## config.mk

```make
export PLATFORM = sky130hd
export DESIGN_NAME = dirf_formatter
export DESIGN_NICKNAME = d
export VERILOG_FILES = /design/src/verilog/dirf_pkg.sv /design/src/verilog/dirf_formatter.sv /design/src/verilog/dirf_skid_buf.sv
export SDC_FILE = /design/constraint.sdc
export NUM_CORES = 1
export LEC_CHECK = 0
export ABC_AREA = 0
export BUFFER_PORTS_ARGS = -buffer_cell sky130_fd_sc_hd__buf_2
export CORE_MARGIN = 10
export CORE_UTILIZATION = 32
export CTS_CLUSTER_DIAMETER = 120
export CTS_CLUSTER_SIZE = 24
export DETAILED_ROUTE_END_ITERATION = 10
export PLACE_DENSITY = 0.56
export RECOVER_POWER = 25
export SLEW_MARGIN = 10
export SYNTH_ARGS = -nofsm -noshare
export SYNTH_HDL_FRONTEND = slang
export SYNTH_SLANG_ARGS = --single-unit
```

## constraint.sdc

```tcl
create_clock -name mclk -period 8.02 [get_ports mclk]
set_clock_uncertainty 0.15 [all_clocks]
set_input_delay 1.203 -clock mclk [delete_from_list [all_inputs] [get_ports mclk]]
set_output_delay 1.203 -clock mclk [all_outputs]
set_load 0.05 [all_outputs]
```

## src/verilog/dirf_pkg.sv

```systemverilog
// shared constants and carrier types of the diagnostic interrupt record formatter
`default_nettype none
package dirf_pkg;
    localparam int CH_MAX = 8;
    localparam int GROUPS = 4;
    // byte offsets within the record
    localparam logic [4:0] OFS_LEN = 5'h00;
    localparam logic [4:0] OFS_ITYPE = 5'h01;
    localparam logic [4:0] OFS_SLOT = 5'h02;
    localparam logic [4:0] OFS_SPEC = 5'h03;
    localparam logic [4:0] OFS_MODID = 5'h04;
    localparam logic [4:0] OFS_TYPE_HI = 5'h07;
    localparam logic [4:0] OFS_TYPE_LO = 5'h08;
    localparam logic [4:0] OFS_CH_TYPE = 5'h08;
    localparam logic [4:0] OFS_DIAG_LEN = 5'h09;
    localparam logic [4:0] OFS_CH_COUNT = 5'h0a;
    localparam logic [4:0] OFS_ERR_VEC = 5'h0b;
    localparam logic [4:0] OFS_GROUP0 = 5'h0c;
    localparam logic [4:0] OFS_ZERO_FIRST = 5'h10;
    localparam logic [4:0] OFS_HART_ERR = 5'h0c;
    // record lengths in bytes
    localparam logic [4:0] LEN_AO = 5'h14;
    localparam logic [4:0] LEN_HART4 = 5'h14;
    localparam logic [4:0] LEN_HART8 = 5'h1c;
    localparam logic [4:0] LEN_HW = 5'h04;
    localparam logic [4:0] LEN_PLUG = 5'h09;
    // byte codes
    localparam logic [7:0] CH_TYPE_HART = 8'h65;
    localparam int HART_MORE_BIT = 7;
    localparam logic [7:0] DIAG_LEN_AO = 8'h08;
    localparam logic [7:0] DIAG_LEN_HART = 8'h10;
    localparam logic [7:0] ITYPE_DIAG = 8'h01;
    localparam logic [7:0] ITYPE_HW = 8'h02;
    localparam logic [7:0] ITYPE_PLUG = 8'h03;
    localparam logic [7:0] ITYPE_PULL = 8'h04;
    localparam logic [7:0] TS_SLOT = 8'h02;
    localparam logic [3:0] HART_WIDE_CH = 4'h8;
    localparam logic [7:0] ZERO_BYTE = 8'h00;

    typedef enum logic [1:0] {
        KIND_AO_DIAG = 2'b00,
        KIND_HART_DIAG = 2'b01,
        KIND_HW_INT = 2'b10,
        KIND_PLUG_PULL = 2'b11
    } dirf_kind_e;

    // upper error byte of a hart channel, bit 15 down to bit 8
    typedef struct packed {
        logic field_fault;
        logic cfg_changed;
        logic rsvd;
        logic more_status;
        logic ao_saturated;
        logic ao_fixed;
        logic sv_out_of_limits;
        logic pv_out_of_limits;
    } dirf_hart_hi_s;

    typedef struct packed {
        dirf_kind_e kind;
        logic [7:0] slot;
        logic [7:0] spec;
        logic plugged;
        logic more_types;
        logic [3:0] chan_count;
        logic [7:0] ao_chan_type;
        logic [GROUPS-1:0] ao_events;
        logic [GROUPS-1:0][7:0] group_assign;
        logic [CH_MAX-1:0][7:0] hart_lo;
        dirf_hart_hi_s [CH_MAX-1:0] hart_hi;
        logic [15:0] module_type;
        logic ts_record_ready;
    } dirf_req_s;

    typedef struct packed {
        logic last;
        logic [7:0] data;
    } dirf_byte_s;
endpackage
`default_nettype wire

```

## src/verilog/dirf_formatter.sv

```systemverilog
// formatter that streams one interrupt section of the slave diagnostic record per request
//
// What this block does
// Analog-output records carry group assignment bytes for groups two and three in the group zero layout.
// Analog-output records drive offsets sixteen to nineteen to zero.
// A hart module with eight channels gets channels four to seven appended, up to offset twenty-seven.
// The hart channel-type byte holds code 65 hex, with a flag bit telling whether another channel type follows.
// The hart length byte after the channel-type byte reports sixteen bits per channel.
// The byte after the length byte holds the module's channel count.
// The channel error vector has bit n set when channel n has an active diagnostic event.
// Each hart channel's error type takes two bytes, channel zero first, the rest in order.
// The upper hart error byte flags limit violations, current saturation, further status, config change and fault.
// A hardware interrupt in slot two goes out only when a time-stamp or special-message record is ready.
// A plug/pull record encodes in the interrupt type byte whether the module was plugged or pulled.
// A plug/pull record fills five bytes from offset four with the module identifier.
// The type identification high byte sits at offset seven, the low byte at eight.
// The three identifier bytes without meaning are driven to zero.
`default_nettype none
module dirf_formatter (
    input wire logic mclk,
    input wire logic rst,
    input wire logic ce,
    input wire logic req_valid,
    input wire dirf_pkg::dirf_req_s req,
    output logic req_ready,
    output logic refused,
    output logic out_valid,
    input wire logic out_ready,
    output dirf_pkg::dirf_byte_s out_byte
);
    import dirf_pkg::*;

    typedef enum logic [1:0] {
        ST_IDLE = 2'b00,
        ST_SEND = 2'b01,
        ST_DONE = 2'b10
    } dirf_state_e;

    dirf_state_e state;
    dirf_state_e next_state;
    dirf_req_s held;
    dirf_req_s next_held;
    logic [4:0] offs;
    logic [4:0] next_offs;
    logic [4:0] rec_len;
    logic [4:0] next_rec_len;
    logic next_req_ready;
    logic next_refused;

    logic [CH_MAX-1:0] hart_vec;
    logic [7:0] cur_data;
    logic [4:0] len_for_req;
    logic take;
    logic buf_in_ready;
    dirf_byte_s buf_in;
    logic [2:0] hart_ch;
    logic [2:0] group_idx;
    logic [4:0] rel;

    // per channel event flag for the hart error vector
    generate
        for (genvar i = 0; i < CH_MAX; i++) begin : g_vec
            assign hart_vec[i] = ((held.hart_lo[i] != ZERO_BYTE) || (held.hart_hi[i] != ZERO_BYTE))
                && (4'(i) < held.chan_count);
        end
    endgenerate

    // record length of an incoming request
    always_comb begin
        case (req.kind)
            KIND_AO_DIAG: len_for_req = LEN_AO;
            KIND_HART_DIAG: len_for_req = (req.chan_count == HART_WIDE_CH) ? LEN_HART8 : LEN_HART4;
            KIND_HW_INT: len_for_req = LEN_HW;
            KIND_PLUG_PULL: len_for_req = LEN_PLUG;
            default: len_for_req = LEN_HW;
        endcase
    end

    // byte value at the current offset
    always_comb begin
        rel = offs - OFS_HART_ERR;
        hart_ch = rel[3:1];
        group_idx = 3'(offs - OFS_GROUP0);
        cur_data = ZERO_BYTE;
        if (offs == OFS_LEN) begin
            cur_data = {3'h0, rec_len};
        end else if (offs == OFS_ITYPE) begin
            case (held.kind)
                KIND_HW_INT: cur_data = ITYPE_HW;
                KIND_PLUG_PULL: cur_data = held.plugged ? ITYPE_PLUG : ITYPE_PULL;
                default: cur_data = ITYPE_DIAG;
            endcase
        end else if (offs == OFS_SLOT) begin
            cur_data = held.slot;
        end else if (offs == OFS_SPEC) begin
            cur_data = held.spec;
        end else begin
            case (held.kind)
                KIND_AO_DIAG: begin
                    if (offs == OFS_CH_TYPE) begin
                        cur_data = held.ao_chan_type;
                    end else if (offs == OFS_DIAG_LEN) begin
                        cur_data = DIAG_LEN_AO;
                    end else if (offs == OFS_CH_COUNT) begin
                        cur_data = {4'h0, held.chan_count};
                    end else if (offs == OFS_ERR_VEC) begin
                        cur_data = {4'h0, held.ao_events};
                    end else if (offs >= OFS_GROUP0 && offs < OFS_ZERO_FIRST) begin
                        cur_data = held.group_assign[group_idx[1:0]];
                    end else begin
                        cur_data = ZERO_BYTE;
                    end
                end
                KIND_HART_DIAG: begin
                    if (offs == OFS_CH_TYPE) begin
                        cur_data = CH_TYPE_HART;
                        cur_data[HART_MORE_BIT] = held.more_types;
                    end else if (offs == OFS_DIAG_LEN) begin
                        cur_data = DIAG_LEN_HART;
                    end else if (offs == OFS_CH_COUNT) begin
                        cur_data = {4'h0, held.chan_count};
                    end else if (offs == OFS_ERR_VEC) begin
                        cur_data = hart_vec;
                    end else if (rel[0] == 1'b0) begin
                        cur_data = held.hart_lo[hart_ch];
                    end else begin
                        cur_data = held.hart_hi[hart_ch];
                        cur_data[5] = 1'b0;
                    end
                end
                KIND_PLUG_PULL: begin
                    if (offs == OFS_TYPE_HI) begin
                        cur_data = held.module_type[15:8];
                    end else if (offs == OFS_TYPE_LO) begin
                        cur_data = held.module_type[7:0];
                    end else if (offs >= OFS_MODID) begin
                        cur_data = ZERO_BYTE;
                    end
                end
                default: cur_data = ZERO_BYTE;
            endcase
        end
        buf_in.data = cur_data;
        buf_in.last = (offs == rec_len - 5'h1);
    end

    // sequencing of requests and bytes
    always_comb begin
        next_state = state;
        next_held = held;
        next_offs = offs;
        next_rec_len = rec_len;
        next_refused = 1'b0;
        take = 1'b0;
        case (state)
            ST_IDLE: begin
                if (req_valid && req_ready) begin
                    if (req.kind == KIND_HW_INT && req.slot == TS_SLOT && !req.ts_record_ready) begin
                        next_refused = 1'b1;
                        next_state = ST_DONE;
                    end else begin
                        next_held = req;
                        next_offs = OFS_LEN;
                        next_rec_len = len_for_req;
                        next_state = ST_SEND;
                    end
                end
            end
            ST_SEND: begin
                if (buf_in_ready) begin
                    take = 1'b1;
                    next_offs = offs + 5'h1;
                    if (buf_in.last) begin
                        next_state = ST_DONE;
                    end
                end
            end
            ST_DONE: begin
                next_state = ST_IDLE;
            end
            default: begin
                next_state = ST_IDLE;
            end
        endcase
        next_req_ready = (next_state == ST_IDLE);
    end

    always_ff @(posedge mclk or posedge rst) begin
        if (rst) begin
            state <= ST_IDLE;
            held <= '0;
            offs <= OFS_LEN;
            rec_len <= LEN_HW;
            req_ready <= 1'b0;
            refused <= 1'b0;
        end else if (ce) begin
            state <= next_state;
            held <= next_held;
            offs <= next_offs;
            rec_len <= next_rec_len;
            req_ready <= next_req_ready;
            refused <= next_refused;
        end
    end

    dirf_skid_buf #(
        .WIDTH($bits(dirf_byte_s))
    ) u_buf (
        .mclk(mclk),
        .rst(rst),
        .ce(ce),
        .in_valid(take),
        .in_ready(buf_in_ready),
        .in_data(buf_in),
        .out_valid(out_valid),
        .out_ready(out_ready),
        .out_data(out_byte)
    );
endmodule
`default_nettype wire

```

## src/verilog/dirf_skid_buf.sv

```systemverilog
// two-entry buffer with valid and ready on both sides
`default_nettype none
module dirf_skid_buf #(
    parameter int WIDTH = 9
) (
    input wire logic mclk,
    input wire logic rst,
    input wire logic ce,
    input wire logic in_valid,
    output logic in_ready,
    input wire logic [WIDTH-1:0] in_data,
    output logic out_valid,
    input wire logic out_ready,
    output logic [WIDTH-1:0] out_data
);
    // output entry and overflow entry, both registered
    logic [WIDTH-1:0] main_data;
    logic main_valid;
    logic [WIDTH-1:0] skid_data;
    logic skid_valid;
    logic [WIDTH-1:0] next_main_data;
    logic next_main_valid;
    logic [WIDTH-1:0] next_skid_data;
    logic next_skid_valid;
    logic push;
    logic drain;

    assign in_ready = !skid_valid;
    assign out_valid = main_valid;
    assign out_data = main_data;

    always_comb begin
        push = in_valid && !skid_valid;
        drain = !main_valid || out_ready;
        next_main_data = main_data;
        next_main_valid = main_valid;
        next_skid_data = skid_data;
        next_skid_valid = skid_valid;
        if (drain) begin
            if (skid_valid) begin
                next_main_data = skid_data;
                next_main_valid = 1'b1;
                next_skid_valid = 1'b0;
            end else begin
                next_main_data = push ? in_data : main_data;
                next_main_valid = push;
            end
        end else if (push) begin
            next_skid_data = in_data;
            next_skid_valid = 1'b1;
        end
    end

    always_ff @(posedge mclk or posedge rst) begin
        if (rst) begin
            main_data <= '0;
            main_valid <= 1'b0;
            skid_data <= '0;
            skid_valid <= 1'b0;
        end else if (ce) begin
            main_data <= next_main_data;
            main_valid <= next_main_valid;
            skid_data <= next_skid_data;
            skid_valid <= next_skid_valid;
        end
    end
endmodule
`default_nettype wire
```

==> results.cfg, run 1 <==
[hold_path]
hold_depth = 2
hp-start = held[162]$_DFFE_PP0P_
hold_class = flip-flop to flip-flop
holdPathEnd = held[162]$_DFFE_PP0P_

[synthesis]
synth_area_leaders = dfrtp_1, nand2_1, mux4_2
synth_enable_flop_cells = 0
synth_area_sq_mm = 0.0123
async_flop_share_pct = 100
yosysSeqAreaShare_pct = 49.9
yosys.cell_types.count = 71
yosys.area_share.simple_pct = 29.3
synth_nets = 1644
yosysMostFrequentCell = nand2_1
synth_top_flop_cell = dfrtp_1
synth_compound_area_share_pct = 7.73
synth-adder-area-share_pct = 0.917
ys_ff_latch = 245
synth_common_cells = nand2_1, dfrtp_1, clkbuf_1, a21oi_1, nor2_1
synth_top_family_by_area = simple AND/OR/NAND/NOR gates
yosys_warnings = 0
muxShareOfSynthArea_pct = 7.55
synth_cells = 1417
synth_xor_xnor_area_share_pct = 0.570
syn_area_per_cell_sq_um = 8.67
synth_top_area_share_pct = 49.7
synth_top_area_cell = dfrtp_1

[grt]
grtUsageTotal_pct = 17.7
grt-ovfl-total = 0
grt_pass1_wl_mm = 65.5
antenna_found_initial = 0
grt_max_degree = 130
grt_pass1_vias = 10874

[placed_design]
io_buffers = 229
gp_congestion = 0.920
detailed_place_hpwl_mm = 32.1

[clocking]
clock_latency_ps = 500
cts_setup_buffers = 0
htree_levels = 1
ctsHoldBuffers = 0
cts_made_buffers = 14
cts_root_buffer = clkbuf_16
clk_path_buf_depth = 3
cts_resized = 0
path_clk_slew_ps = 100
tritoncts = done
cts.sinks = 245

[sta]
rsz0062_at_grt = false
setup_viol = 0
period_minus_slack_ps = 4990
hold_violations = 0
period_share_pct = 62.2
report.final.slew_viol_count = 170
fin_setup_tns_ps = 0
tightest_slew_ps = 3270
fmaxAchievable_mhz = 200
max_slew_margin_pct = -118

[drt]
wirelength_mm = 42.4
ant_nets = 0
dr.pass1.iters = 5
drt_iter0_markers = 887
dr_total_vias = 10558
viasPerCell = 5.03
drc = 0
wl_per_cell_microns = 20.2

[status]
status = finished with violations
violations = capacitance limit, slew limit

[critical_path]
rr_endpoint = u_buf.out_data[6]$_DFFE_PP0P_
critPathCaptureType = async pin
r2r_setup_slack_ps = 4000
cp.required_ps = 7520
worstPathMaxFanout = 129
start_kind = input pin
arrival_ps = 4490
r2r-start = offs[2]$_DFFE_PP0P_
path_class = input pin to async pin
worstRegToRegCells = 9

[finish]
diodes = 0
n_fill_cell = 3921
area_growth_pct = 15.3
layout-drive-gt1-share_pct = 19.6
nNetsFinal = 1812
final_util_pct = 37.5

[run]
cap_violations = 2

[floorplan]
start_util_pct = 32.5
die_h_microns = 216
io_pins = 230
die_area_sq_mm = 0.0466
num_rows = 71
fp.dieW_microns = 216
core_sq_mm = 0.0378

[pwr]
peakVddDrop_mv = 0.128
power_leakage_nw = 6.99
cellPowerDensity_mw_per_mm2 = 356
power_mw = 5.05
==> where the power goes <==
group	internal (mW)	leakage [nW]	total [mW]	switching (mW)
Sequential	1.79	3.07	2.35	0.559
Clock	0.378	0.212	0.808	0.430
Combinational	0.760	3.71	1.89	1.13
Total	2.93	6.99	5.05	2.12
==> worst max-delay path by stage <==
stage | depth (start not counted) | slack, ps | to | start
after floorplan | 1 | 3450 | held[100]$_DFFE_PP0P_ | rst
after detailed placement | 7 | 3670 | held[186]$_DFFE_PP0P_ | ce
after global placement | 8 | 3790 | held[5]$_DFFE_PP0P_ | req[204]
after CTS | 9 | 4090 | u_buf.out_data[6]$_DFFE_PP0P_ | offs[2]$_DFFE_PP0P_
after global routing | 3 | 2070 | offs[1]$_DFFE_PP0P_ | rst
final | 3 | 3030 | offs[2]$_DFFE_PP0P_ | rst
==> worst max-delay path: stages <==
cell	delay, ps
buf_2	100
clkinvlp_2	810
clkbuf_2	2350
==> metrics by stage <==
step	worst slack, ps	hold slack (ps)	std cells	instance area [sq um]
2_1_floorplan	3450	287	1417	12300
3_3_place_gp	3790	303	2080	13800
3_5_place_dp	3670	309	2080	13800
4_1_cts	4090	333	2100	14200
5_1_grt	2070	349	2100	14200
6_report	3030	328	2100	14200
==> area by class of cell <==
class / count / area (sq um) / share of cell area [%]
Inverter: 14 / 53.8 / 0.380
Clock inverter: 3 / 51.3 / 0.362
Clock buffer: 17 / 383 / 2.70
Sequential cell: 245 / 6130 / 43.3
Multi-Input combinational cell: 1069 / 5680 / 40.1
Tap cell: 511 / 639 / 4.51
Timing Repair Buffer: 241 / 1230 / 8.67
==> routing by layer <==
metal	track usage, %	routed length (microns)
met1	24.4	19200
met4	3.85	897
met3	3.73	2690
met5	0	0
met2	28.0	19600
==> registers in the layout, summed over array words and instances (netlist names) <==
register / cells
held: 212
u_buf.out_data: 9
u_buf.skid_data: 9
offs: 5
rec_len: 4
state: 2
refused: 1
req_ready: 1
u_buf.out_valid: 1
u_buf.skid_valid: 1
==> layout by cell type (no fill, tap or decap), drive strengths merged, types with 4 or more instances in the layout <==
cell type,Yosys,layout
and3b,5,5
nand3b,7,7
ha,9,9
mux2i,6,6
nand4,12,12
a31oi,8,8
o21ai,35,35
o31ai,6,6
nor4,37,37
nand2b,8,8
a21oi,42,42
inv,14,13
o211ai,4,4
xnor2,7,7
nor2b,10,10
clkbuf,53,20
dfrtp,244,244
o21a,4,4
a21o,5,5
nand3,18,18
mux4,37,37
a211oi,7,7
nand2,685,685
nor2,38,38
nor3,14,14
buf,36,238
and3,9,9
==> cell families after synthesis <==
| logic type | Yosys count |
|---|---|
| AOI/OAI and AO/OA | 146 |
| and+or+nand+nor | 860 |
| xor gates and xnor gates | 8 |
| adders and majority gates | 9 |
| buffers and inverters | 103 |
| muxes | 46 |
| DFF | 245 |
(Power assumes the default switching activity.)
==> run 2: changes to the inputs <==
- PLACE_DENSITY: 0.56 -> 0.54
- clock period: 8.02 -> 4.6 ns (I/O delays scaled with it)
==> results.cfg, run 2 (synthesis gave the netlist of run 1 again) <==
[critical_path]
worstRegToRegCells = 9
r2r_setup_slack_ps = 1430
cp.required_ps = 4570
critPathCaptureType = async pin
arrival_ps = 3240
rr_endpoint = u_buf.out_data[6]$_DFFE_PP0P_
path_cells = buf_2 > clkinvlp_2 > clkbuf_2
cp_slowest_cell = clkbuf_2
critPathBufInv = 3
r2r-start = offs[3]$_DFFE_PP0P_
worstPathMaxFanout = 97
cp-startpoint = rst
slowest_delay_ps = 1800
start_kind = input pin
path_delay_family = buffers and inverters
path_class = input pin to async pin

[drt]
wirelength_mm = 42.8
ant_nets = 0
dr.pass1.iters = 5
viasPerCell = 5.08
drc = 0
wl_per_cell_microns = 20.3
dr_total_vias = 10698
drt_iter0_markers = 1172

[floorplan]
die_area_sq_mm = 0.0466
core_sq_mm = 0.0378
die_h_microns = 216
num_rows = 71
io_pins = 230
start_util_pct = 32.5
fp.dieW_microns = 216

[sta]
period_share_pct = 71.1
setup_viol = 0
hold_violations = 0
fmaxAchievable_mhz = 306
tightest_slew_ps = 2400
max_slew_margin_pct = -59.8
fin_setup_tns_ps = 0
report.final.slew_viol_count = 132
rsz0062_at_grt = false
fin_ws_ps = 1330
period_minus_slack_ps = 3270

[status]
status = finished with violations
violations = capacitance limit, slew limit

[grt]
grt-ovfl-total = 0
grt_pass1_wl_mm = 65.9
grtUsageTotal_pct = 17.9
antenna_found_initial = 0
grt_max_degree = 137
grt_pass1_vias = 11075

[finish]
largest_reg_flops = 212
largest_register = held
layout-drive-gt1-share_pct = 19.7
finalNonFillerCells = 2106
nNetsFinal = 1816
diodes = 0
final_common_cell = nand2_1
layout_common_cells = nand2_1, dfrtp_1, buf_2, a21oi_1, nor2_1
area_growth_pct = 15.7

[placed_design]
detailed_place_hpwl_mm = 32.6
placed_cells = 2084
gp_congestion = 0.932
io_buffers = 229
post-place-ws_ps = 1530

[pwr]
power_leakage_nw = 7.02
peakVddDrop_mv = 0.289
cellPowerDensity_mw_per_mm2 = 620

[clocking]
cts_made_buffers = 14
clk_path_buf_depth = 3
tritoncts = done
cts_root_buffer = clkbuf_16
htree_levels = 1
cts_resized = 0
ctsHoldBuffers = 0
clock_latency_ps = 510
cts_setup_buffers = 0
path_clk_slew_ps = 110
cts.sinks = 245

[run]
cap_violations = 2

[hold_path]
hold_class = input pin to async pin
-- run 2: worst register-to-register path: stages (launching register included) --
cell and delay (ps):
dfrtp_1 470, inv_1 120, ha_1 290, buf_4 230, mux4_2 550, and4_1 220, a311oi_1 370, nand4_1 150
a31oi_1 380, a21oi_1 120
-- run 2: worst max-delay path by stage --
| stage | endpoint | slack (ps) | cells past startpoint |
|---|---|---|---|
| final | held[184]$_DFFE_PP0P_ | 1330 | 3 |
| after global routing | held[184]$_DFFE_PP0P_ | 680 | 3 |
| after detailed placement | offs[0]$_DFFE_PP0P_ | 1530 | 8 |
| after CTS | u_buf.skid_data[5]$_DFFE_PP0P_ | 1500 | 8 |
| after global placement | u_buf.skid_data[5]$_DFFE_PP0P_ | 1580 | 8 |
| after floorplan | held[100]$_DFFE_PP0P_ | 540 | 1 |
-- run 2: per-layer routing --
| metal | GRT usage, % | share of wire, % | wire [microns] | vias to the layer above |
|---|---|---|---|---|
| met5 | 0 | 0 | 0 | - |
| met3 | 3.94 | 6.9 | 2960 | 49 |
| met1 | 24.1 | 45 | 19100 | 5193 |
| met2 | 28.7 | 46 | 19800 | 379 |
| li1 | - | - | - | 5077 |
| met4 | 4.05 | 2.2 | 929 | 0 |
-- run 2: through the flow --
stage | area (sq um) | hold WS, ps | util [%] | power, mW
2_1_floorplan | 12300 | 287 | - | 6.16
3_3_place_gp | 13800 | 304 | 36.6 | 7.40
3_5_place_dp | 13800 | 309 | 36.6 | 7.45
4_1_cts | 14200 | 62.4 | 37.7 | 8.85
5_1_grt | 14200 | 218 | 37.6 | 9.42
6_report | 14200 | 176 | 37.6 | 8.81
-- run 2: layout make-up --
class / count / area, sq um
Inverter: 14 / 53.8
Multi-Input combinational cell: 1069 / 5680
Clock inverter: 1 / 20.0
Clock buffer: 21 / 398
Fill cell: 3934 / 23500
Tap cell: 511 / 639
Timing Repair Buffer: 245 / 1280
Sequential cell: 245 / 6130
-- run 2: power breakdown --
group          switching [mW]  leakage [nW]  total (mW)  internal [mW]
registers               0.964          3.07        4.08           3.12
logic                    2.01          3.74        3.35           1.34
clock network           0.760         0.202        1.38          0.618
total                    3.73          7.02        8.81           5.08
